File: config.mk
export PLATFORM = sky130hd
export DESIGN_NAME = rtcb_top
export DESIGN_NICKNAME = d
export VERILOG_FILES = /design/src/logic/rtcb_pkg.sv /design/src/logic/rtcb_bkp_if.sv /design/src/logic/rtcb_bkp_mem.sv /design/src/logic/rtcb_top.sv
export SDC_FILE = /design/constraint.sdc
export NUM_CORES = 1
export LEC_CHECK = 0
export ABC_CLOCK_PERIOD_IN_PS = 5600
export BUFFER_PORTS_ARGS = -buffer_cell sky130_fd_sc_hd__buf_2
export CAP_MARGIN = 0
export CORE_ASPECT_RATIO = 2
export CORE_MARGIN = 2
export CORE_UTILIZATION = 50
export CTS_BUF_LIST = sky130_fd_sc_hd__clkbuf_4 sky130_fd_sc_hd__clkbuf_8
export DETAILED_ROUTE_END_ITERATION = 12
export HOLD_SLACK_MARGIN = 0.12
export PLACE_DENSITY = 0.7
export SLEW_MARGIN = 0
export SYNTH_ARGS = -nofsm -noshare
export SYNTH_HDL_FRONTEND = slang
export SYNTH_SLANG_ARGS = --single-unit
File: constraint.sdc
create_clock -name clock -period 5.6 [get_ports clock]
set_input_delay 1.12 -clock clock [delete_from_list [all_inputs] [get_ports clock]]
set_output_delay 1.12 -clock clock [all_outputs]
set_load 0.02 [all_outputs]
File: src/logic/rtcb_pkg.sv
package rtcb_pkg;
  localparam int ADDR_W = 6;
  localparam int DATA_W = 32;
  localparam int CNT_W = 32;
  localparam int PRE_W = 20;
  localparam int BKP_N = 10;
  localparam int BKP_W = 16;
  localparam int BKP_AW = 4;
  // word indices; byte address = 4 * index
  localparam logic [ADDR_W-1:0] IDX_CTRL = 6'h00;
  localparam logic [ADDR_W-1:0] IDX_PRELOAD = 6'h01;
  localparam logic [ADDR_W-1:0] IDX_PREDIV = 6'h02;
  localparam logic [ADDR_W-1:0] IDX_COUNT = 6'h03;
  localparam logic [ADDR_W-1:0] IDX_ALARM = 6'h04;
  localparam logic [ADDR_W-1:0] IDX_STATUS = 6'h05;
  localparam logic [ADDR_W-1:0] IDX_CLEAR = 6'h06;
  localparam logic [ADDR_W-1:0] IDX_IEN = 6'h07;
  localparam logic [ADDR_W-1:0] IDX_BKP0 = 6'h10;
  // ctrl fields
  localparam int CTRL_SRC_LO = 0;
  localparam int CTRL_SRC_HI = 1;
  localparam int CTRL_EN = 2;
  localparam int CTRL_CAL = 3;
  localparam int CTRL_W = 4;
  // status bits
  localparam int ST_SEC = 0;
  localparam int ST_ALR = 1;
  localparam int ST_OVF = 2;
  localparam int ST_W = 3;
  typedef enum logic [1:0] {
    RTCB_SRC_LSE  = 2'h0,
    RTCB_SRC_LSI  = 2'h1,
    RTCB_SRC_FASTD = 2'h2,
    RTCB_SRC_OFF  = 2'h3
  } rtcb_src_t;
  localparam logic [PRE_W-1:0] PRELOAD_RST = 20'h07FFF;
  localparam logic [CTRL_W-1:0] CTRL_RST = 4'h4;
  localparam int FAST_DIV = 128;
  localparam int CAL_DIV = 64;
  localparam logic [DATA_W-1:0] RD_ZERO = 32'h00000000;
endpackage

File: src/logic/rtcb_bkp_if.sv
`timescale 1ns/100ps
interface rtcb_bkp_if;
  import rtcb_pkg::*;
  logic                we;
  logic [BKP_AW-1:0]   addr;
  logic [BKP_W-1:0]    wdata;
  logic [BKP_W-1:0]    rdata;
  modport master (output we, output addr, output wdata, input rdata);
  modport slave (input we, input addr, input wdata, output rdata);
endinterface

File: src/logic/rtcb_bkp_mem.sv
`timescale 1ns/100ps
module rtcb_bkp_mem
(
  input  wire logic  clock,
  input  wire logic  bkp_rst,
  rtcb_bkp_if.slave  port
);
  import rtcb_pkg::*;
  logic [BKP_W-1:0] mem_r [BKP_N];
  // backup storage clears only on its own domain reset, not system reset
  always_ff @(posedge clock or posedge bkp_rst)
  begin
    if (bkp_rst)
    begin
      for (int i = 0; i < BKP_N; i++)
        mem_r[i] <= '0;
    end
    else if (port.we && int'(port.addr) < BKP_N)
      mem_r[port.addr] <= port.wdata;
  end
  always_ff @(posedge clock or posedge bkp_rst)
  begin
    if (bkp_rst)
      port.rdata <= '0;
    else if (int'(port.addr) < BKP_N)
      port.rdata <= mem_r[port.addr];
    else
      port.rdata <= '0;
  end
endmodule // rtcb_bkp_mem

File: src/logic/rtcb_top.sv
// What this block does
// - counters run continuously; alarm and periodic interrupts offered to software
// - counter clock selectable: external 32.768 kHz, internal 40 kHz, fast osc/128
// - 32-bit counter compared to software alarm value; match asserts alarm
// - 20-bit prescaler makes tick; default gives one second from 32.768 kHz
// - 512 Hz calibration output derived from the clock source
// - ten 16-bit backup registers hold 20 bytes across main supply loss
// - clock logic keeps running in Stop and Standby
// - alarm drives one external event line to wake from Stop
// - alarm causes exit from Standby
// - backup contents survive Standby; ordinary registers are lost
//
// The placing of the registers and the Wishbone slave port are this design's own decisions.
`timescale 1ns/100ps
module rtcb_top
#(
  parameter int PRE_WIDTH = rtcb_pkg::PRE_W
)
(
  input  wire logic                clock,
  input  wire logic                sys_rst,
  input  wire logic                bkp_rst,
  input  wire logic                lse_tick,
  input  wire logic                lsi_tick,
  input  wire logic                fast_external_osc_tick,
  input  wire logic                low_power_state,
  input  wire logic                wb_cyc_i,
  input  wire logic                wb_stb_i,
  input  wire logic                wb_we_i,
  input  wire logic [rtcb_pkg::ADDR_W-1:0] wb_adr_i,
  input  wire logic [3:0]          wb_sel_i,
  input  wire logic [rtcb_pkg::DATA_W-1:0] wb_dat_i,
  output logic [rtcb_pkg::DATA_W-1:0]      wb_dat_o,
  output logic                     wb_ack_o,
  output logic                     irq,
  output logic                     external_event_lines_alarm,
  output logic                     standby_wake,
  output logic                     cal_out
);
  import rtcb_pkg::*;

  logic [CTRL_W-1:0]    ctrl_r;
  logic [PRE_WIDTH-1:0] preload_r;
  logic [PRE_WIDTH-1:0] prediv_r;
  logic [CNT_W-1:0]     count_r;
  logic [CNT_W-1:0]     alarm_r;
  logic [ST_W-1:0]      status_r;
  logic [ST_W-1:0]      ien_r;
  logic [7:0]           fast_div_r;
  logic                 fast_tick_r;
  logic [6:0]           cal_div_r;
  logic                 src_tick;
  logic                 pre_ovf;
  logic                 alarm_hit;
  logic                 wr_acc;
  logic                 rd_acc;
  logic [ST_W-1:0]      clr_mask;
  logic [DATA_W-1:0]    rd_mux;
  logic                 bkp_sel;
  logic                 bkp_pend_r;
  rtcb_src_t            src;

  rtcb_bkp_if bkp ();

  rtcb_bkp_mem u_bkp (
    .clock   (clock),
    .bkp_rst (bkp_rst),
    .port    (bkp.slave)
  );

  assign src = rtcb_src_t'(ctrl_r[CTRL_SRC_HI:CTRL_SRC_LO]);

  // fast osc divided by 128
  always_ff @(posedge clock or posedge sys_rst)
  begin
    if (sys_rst)
    begin
      fast_div_r  <= '0;
      fast_tick_r <= 1'b0;
    end
    else if (fast_external_osc_tick)
    begin
      fast_div_r  <= (fast_div_r == 8'(FAST_DIV - 1)) ? 8'h00 : fast_div_r + 8'h01;
      fast_tick_r <= (fast_div_r == 8'(FAST_DIV - 1));
    end
    else
      fast_tick_r <= 1'b0;
  end

  always_comb
  begin
    unique case (src)
      RTCB_SRC_LSE:  src_tick = lse_tick;
      RTCB_SRC_LSI:  src_tick = lsi_tick;
      RTCB_SRC_FASTD: src_tick = fast_tick_r;
      RTCB_SRC_OFF:  src_tick = 1'b0;
    endcase
  end

  // low_power_state deliberately not used for counting, only for standby_wake: time keeping never stops
  assign pre_ovf = ctrl_r[CTRL_EN] && src_tick && prediv_r == '0;

  always_ff @(posedge clock or posedge sys_rst)
  begin
    if (sys_rst)
      prediv_r <= PRE_WIDTH'(PRELOAD_RST);
    else if (wr_acc && wb_adr_i == IDX_PRELOAD)
      prediv_r <= wb_dat_i[PRE_WIDTH-1:0];
    else if (ctrl_r[CTRL_EN] && src_tick)
      prediv_r <= (prediv_r == '0) ? preload_r : prediv_r - 1'b1;
  end

  always_ff @(posedge clock or posedge sys_rst)
  begin
    if (sys_rst)
      count_r <= '0;
    else if (wr_acc && wb_adr_i == IDX_COUNT)
      count_r <= wb_dat_i;
    else if (pre_ovf)
      count_r <= count_r + 1'b1;
  end

  assign alarm_hit = pre_ovf && (count_r + 1'b1 == alarm_r);

  // calibration: source / 32 toggled (period of 64 ticks) gives 512 Hz from 32.768 kHz
  always_ff @(posedge clock or posedge sys_rst)
  begin
    if (sys_rst)
    begin
      cal_div_r <= '0;
      cal_out   <= 1'b0;
    end
    else if (!ctrl_r[CTRL_CAL])
    begin
      cal_div_r <= '0;
      cal_out   <= 1'b0;
    end
    else if (src_tick)
    begin
      cal_div_r <= (cal_div_r == 7'(CAL_DIV/2 - 1)) ? 7'h00 : cal_div_r + 7'h01;
      if (cal_div_r == 7'(CAL_DIV/2 - 1))
        cal_out <= ~cal_out;
    end
  end

  // bus
  assign wr_acc = wb_cyc_i && wb_stb_i && wb_we_i && !wb_ack_o && wb_sel_i == 4'hF;
  assign rd_acc = wb_cyc_i && wb_stb_i && !wb_we_i && !wb_ack_o;
  assign bkp_sel = wb_adr_i >= IDX_BKP0 && wb_adr_i < IDX_BKP0 + 6'(BKP_N);
  assign clr_mask = (wr_acc && wb_adr_i == IDX_CLEAR) ? wb_dat_i[ST_W-1:0] : '0;

  always_ff @(posedge clock or posedge sys_rst)
  begin
    if (sys_rst)
    begin
      ctrl_r    <= CTRL_RST;
      preload_r <= PRE_WIDTH'(PRELOAD_RST);
      alarm_r   <= '1;
      ien_r     <= '0;
    end
    else if (wr_acc)
    begin
      if (wb_adr_i == IDX_CTRL)    ctrl_r    <= wb_dat_i[CTRL_W-1:0];
      if (wb_adr_i == IDX_PRELOAD) preload_r <= wb_dat_i[PRE_WIDTH-1:0];
      if (wb_adr_i == IDX_ALARM)   alarm_r   <= wb_dat_i;
      if (wb_adr_i == IDX_IEN)     ien_r     <= wb_dat_i[ST_W-1:0];
    end
  end

  // set wins over clear
  always_ff @(posedge clock or posedge sys_rst)
  begin
    if (sys_rst)
      status_r <= '0;
    else
    begin
      status_r[ST_SEC] <= pre_ovf | (status_r[ST_SEC] & ~clr_mask[ST_SEC]);
      status_r[ST_ALR] <= alarm_hit | (status_r[ST_ALR] & ~clr_mask[ST_ALR]);
      status_r[ST_OVF] <= (pre_ovf && count_r == '1) | (status_r[ST_OVF] & ~clr_mask[ST_OVF]);
    end
  end

  always_ff @(posedge clock or posedge sys_rst)
  begin
    if (sys_rst)
    begin
      irq                        <= 1'b0;
      external_event_lines_alarm <= 1'b0;
      standby_wake               <= 1'b0;
    end
    else
    begin
      irq                        <= |(status_r & ien_r);
      external_event_lines_alarm <= alarm_hit;
      standby_wake               <= alarm_hit && low_power_state;
    end
  end

  assign bkp.we = wr_acc && bkp_sel;
  assign bkp.addr = BKP_AW'(wb_adr_i - IDX_BKP0);
  assign bkp.wdata = wb_dat_i[BKP_W-1:0];

  always_comb
  begin
    rd_mux = RD_ZERO;
    unique case (wb_adr_i)
      IDX_CTRL:    rd_mux = DATA_W'(ctrl_r);
      IDX_PRELOAD: rd_mux = DATA_W'(preload_r);
      IDX_PREDIV:  rd_mux = DATA_W'(prediv_r);
      IDX_COUNT:   rd_mux = count_r;
      IDX_ALARM:   rd_mux = alarm_r;
      IDX_STATUS:  rd_mux = DATA_W'(status_r);
      IDX_IEN:     rd_mux = DATA_W'(ien_r);
      default:     rd_mux = RD_ZERO;
    endcase
  end

  // backup reads need one extra cycle for the registered memory output
  always_ff @(posedge clock or posedge sys_rst)
  begin
    if (sys_rst)
    begin
      wb_ack_o   <= 1'b0;
      wb_dat_o   <= '0;
      bkp_pend_r <= 1'b0;
    end
    else
    begin
      wb_ack_o <= 1'b0;
      if (bkp_pend_r)
      begin
        bkp_pend_r <= 1'b0;
        wb_ack_o   <= 1'b1;
        wb_dat_o   <= DATA_W'(bkp.rdata);
      end
      else if (rd_acc && bkp_sel)
        bkp_pend_r <= 1'b1;
      else if (wr_acc || (wb_cyc_i && wb_stb_i && !wb_ack_o))
      begin
        wb_ack_o <= 1'b1;
        wb_dat_o <= wb_we_i ? RD_ZERO : rd_mux;
      end
    end
  end

  property p_alarm_evt;
    @(posedge clock) disable iff (sys_rst)
    alarm_hit |=> external_event_lines_alarm;
  endproperty
  a_alarm_evt: assert property (p_alarm_evt) else $error("alarm event missing");

  property p_cnt_inc;
    @(posedge clock) disable iff (sys_rst)
    pre_ovf && !(wr_acc && wb_adr_i == IDX_COUNT) |=> count_r == $past(count_r) + 1'b1;
  endproperty
  a_cnt_inc: assert property (p_cnt_inc) else $error("counter did not advance");

  property p_irq;
    @(posedge clock) disable iff (sys_rst)
    |(status_r & ien_r) |=> irq;
  endproperty
  a_irq: assert property (p_irq) else $error("irq not raised");

  property p_wake;
    @(posedge clock) disable iff (sys_rst)
    alarm_hit && low_power_state |=> standby_wake;
  endproperty
  a_wake: assert property (p_wake) else $error("no standby wake");

  property p_alarm_flag;
    @(posedge clock) disable iff (sys_rst)
    alarm_hit |=> status_r[ST_ALR];
  endproperty
  a_alarm_flag: assert property (p_alarm_flag) else $error("alarm flag lost");

  property p_sec_flag;
    @(posedge clock) disable iff (sys_rst)
    pre_ovf |=> status_r[ST_SEC];
  endproperty
  a_sec_flag: assert property (p_sec_flag) else $error("periodic flag lost");

  property p_runs_lp;
    @(posedge clock) disable iff (sys_rst)
    low_power_state && ctrl_r[CTRL_EN] && src_tick && prediv_r != '0 && !wr_acc |=> prediv_r == $past(prediv_r) - 1'b1;
  endproperty
  a_runs_lp: assert property (p_runs_lp) else $error("prescaler stalled");

  property p_ovf_reload;
    @(posedge clock) disable iff (sys_rst)
    pre_ovf && !wr_acc |=> prediv_r == $past(preload_r);
  endproperty
  a_ovf_reload: assert property (p_ovf_reload) else $error("prescaler reload wrong");

  property p_ack_drop;
    @(posedge clock) disable iff (sys_rst)
    wb_ack_o |=> !wb_ack_o;
  endproperty
  a_ack_drop: assert property (p_ack_drop) else $error("ack held");

  c_alarm: cover property (@(posedge clock) disable iff (sys_rst) alarm_hit);
  c_irq: cover property (@(posedge clock) disable iff (sys_rst) irq);
  c_bkp_rd: cover property (@(posedge clock) disable iff (sys_rst) bkp_pend_r);
  c_cal: cover property (@(posedge clock) disable iff (sys_rst) $rose(cal_out));
endmodule // rtcb_top

==> impl_results.md <==
- Outcome: finished, final reports clean
- Most used DFF post-synth: dfrtp_1
- Switching part of the total: 25.3%
- HPWL Detailed: 33,000 um
- Via density per instance: 6.08
- Met1 Wirelength: 16,400 um
- Critical Path Start: wb_adr_i[3]
- I/O pin cnt: 89
- CTS tree: yes
- Initial DRT Pass Iterations: 6
- Combinational Power Share: 6.9%
- Crit-path max FO: 33
- DR WL/cell: 22.6 um
- RSZ-0062 raised after global routing: false
- Overall Global Routing Usage: 26.5%
- H-tree depth: 2
- Part of the Yosys area used for sequential elements: 50.4%
- Worst hold stages: 2
- Hold-fix buffers, CTS: 0
- First-pass GRT wire length: 73,400 um
- CTS Sinks: 344
- Cell with the most instances after synthesis: dfrtp_1
- Die Area: 36,000 um^2
- Layout fillers: 2,996
- Starting Density: 50.5%
- Post-CTS setup buffer count: 0
- Least-Margin Pin Slew: 1.18 ns
- Vias in the first global route: 13,100
- CTS root buf: clkbuf_8
- Yosys top cell by area: dfrtp_1
- Highest metal used: met4
- WL met2: 25,600 um
- # setup viols final: 0
- 1st-iter DRT viols: 733
- Critical path type: input pin to flop
- Post-synthesis cell type count: 74
- P_leak: 8.55 nW
- Antenna violations before repair: 3
- CTS Buffer Depth: 3
- Final Critical Period: 3.49 ns
- Via count: 12,600
- Number of port buffers: 88
- Hold WS: 0.468 ns
- DR WL met3: 1970 um
- Synthesized Nets: 1,598
- Num CTS Buffers: 49
- #FFs+latches synth: 344
- Die width: 135 um
- Mapped Area: 17,200 um^2
- CORE AREA: 34,100 um^2
- Cts repair resizes: 0
- Clk network pwr share: 42.1%
- Cell-internal power: 3.78 mW
- Setup TNS: 0 ns
- Hold path start: preload_r[9]
- Synth warnings: 0
- Worst hold path type: flop to flop
- Clk_lat worst skew: 0.64 ns
- Crit path DAT: 3.97 ns
- Worst Reg2Reg Path Length in Cells: 8
- Commonest cells post-synth: 281 x dfrtp_1, 211 x mux2_2, 152 x nand2_1, 113 x nor2_1, 108 x o21ai_0
- Share of the synthesized area in the top cell type: 40.8%
- Switch Pwr: 1.28 mW
- Pwr/cell area: 266 nW/um^2
- CP Launch Type: input pin
- Final WL: 47,000 um
- EDFF count, synth: 0
- Number of nets in the layout: 1,649
- Worst clock skew: 0.0284 ns
- Flop pwr share: 51.0%
- Slew Viols, Final: 0
- VDD IR max: 0.186 mV
- Syn Area/Cell: 11.2 um^2
- Top post-synthesis cells by area: dfrtp_1 41%, mux2_2 14%, dfstp_2 9.6%
- Final cycle utilization of the critical path: 62.3%
- Share of cells above drive strength 1: 33.4%
- Area Growth Syn to Fin: 10.6%
- Fin. Hold Viols: 0
- Asr flop ratio synth: 100%
- Max Cap Viol: 0
- Slew margin rel.: 21.0%
- CP endpoint kind: flop
- Worst r2r src: count_r[0]
- DIE HEIGHT: 267 um
- Reg clk slew, reported paths: 0.06 ns
- GRT overflow: 0
- Antenna viol nets, final: 0
- GPL Wtd Cong: 0.949
- Residual DRC: 0
- Mapped Cells: 1,541
- Rows: 96
- Largest net degree at the start of global routing: 177
- Worst EP required: 6.08 ns
- Fmax: 0.287 GHz
sequential cells by signal, indices dropped and copies added, names as in the netlist, 3 cells and up:
signal	flops
count_r	32
u_bkp.port.rdata	16
u_bkp.mem_r	160
status_r	3
prediv_r	20
alarm_r	32
cal_div_r	7
fast_div_r	8
ien_r	3
ctrl_r	4
preload_r	20
wb_dat_o	32
cell families after synthesis:
| family | after synthesis | share of synthesized area [%] |
|---|---|---|
| buf+inv | 129 | 3.24 |
| flops | 344 | 50.4 |
| simple gates | 429 | 12.5 |
| mux | 249 | 18.3 |
| compound gates | 302 | 10.9 |
| xor+xnor | 83 | 4.30 |
| fa+ha+maj | 5 | 0.363 |
routing by layer:
layer	global-route usage, %	vias up
met5	0	-
met4	15.7	0
met3	3.32	172
met2	49.0	425
met1	28.4	6363
li1	-	5660
power by group through the flow:
stage	Combinational (mW)	Sequential [mW]	Clock [mW]
finish	0.350	2.58	2.13
global route	0.384	2.58	2.28
CTS	0.351	2.58	2.17
detailed placement	0.350	2.62	0
global placement	0.343	2.62	0
floorplan	0.233	2.61	0
cell type report:
cell class,count,area (um^2),area share (%)
flip-flops and latches,344,8690,45.6
multi-input cells,1068,8010,42.1
clock buffers,79,956,5.02
repair buffers,113,656,3.44
well taps,441,552,2.90
clock inverters,13,115,0.604
inverters,16,68.8,0.361
diodes,2,5.00,0.0263
critical path, stage by stage:
cell and delay [ns]:
buf_2 0.15, nor3_1 0.58, nand2_1 0.28, nor2_2 0.14, buf_4 0.41, nand3_2 0.59
buf_4 0.48, nor2_1 0.14, a21oi_1 0.06
through the flow:
stage | instances | util [%] | total power, mW | setup slack (ns) | cell area (um^2)
after global placement | 1982 | 52.7 | 2.96 | 1.69 | 18000
after floorplan | 1541 | - | 2.84 | 0.0375 | 17200
final | 2076 | 55.9 | 5.06 | 2.11 | 19100
after global routing | 2076 | 55.9 | 5.24 | 1.94 | 19100
after detailed placement | 1982 | 52.7 | 2.97 | 1.60 | 18000
after CTS | 2074 | 55.8 | 5.10 | 2.23 | 19000
path summary, 6_finish.rpt:
path / slack [ns] / to
worst min-delay path: 0.47 / preload_r[9]
worst max-delay path: 2.11 / count_r[31]
min in group asynchronous: 0.65 / external_event_lines_alarm
worst max register to register: 2.20 / status_r[1]
worst min register to register: 0.47 / preload_r[9]
max in group asynchronous: 3.94 / alarm_r[22]
cell usage in the layout, fill, tap and decap left out, types with 13 or more instances in the layout:
| cell type | count |
|---|---|
| a21oi_1 | 62 |
| a221oi_1 | 17 |
| dfrtp_1 | 281 |
| mux2_2 | 211 |
| a22o_1 | 16 |
| a31oi_1 | 13 |
| nand3_1 | 24 |
| clkbuf_8 | 58 |
| mux4_2 | 32 |
| xnor2_1 | 58 |
| xor2_1 | 24 |
| buf_2 | 87 |
| clkbuf_4 | 21 |
| nor3_1 | 17 |
| o21ai_0 | 108 |
| inv_1 | 13 |
| a22oi_1 | 49 |
| nand2_1 | 152 |
| buf_4 | 24 |
| dfstp_2 | 63 |
| nand4_1 | 28 |
| nor2_1 | 111 |
Power figures use the tool's default switching activity.
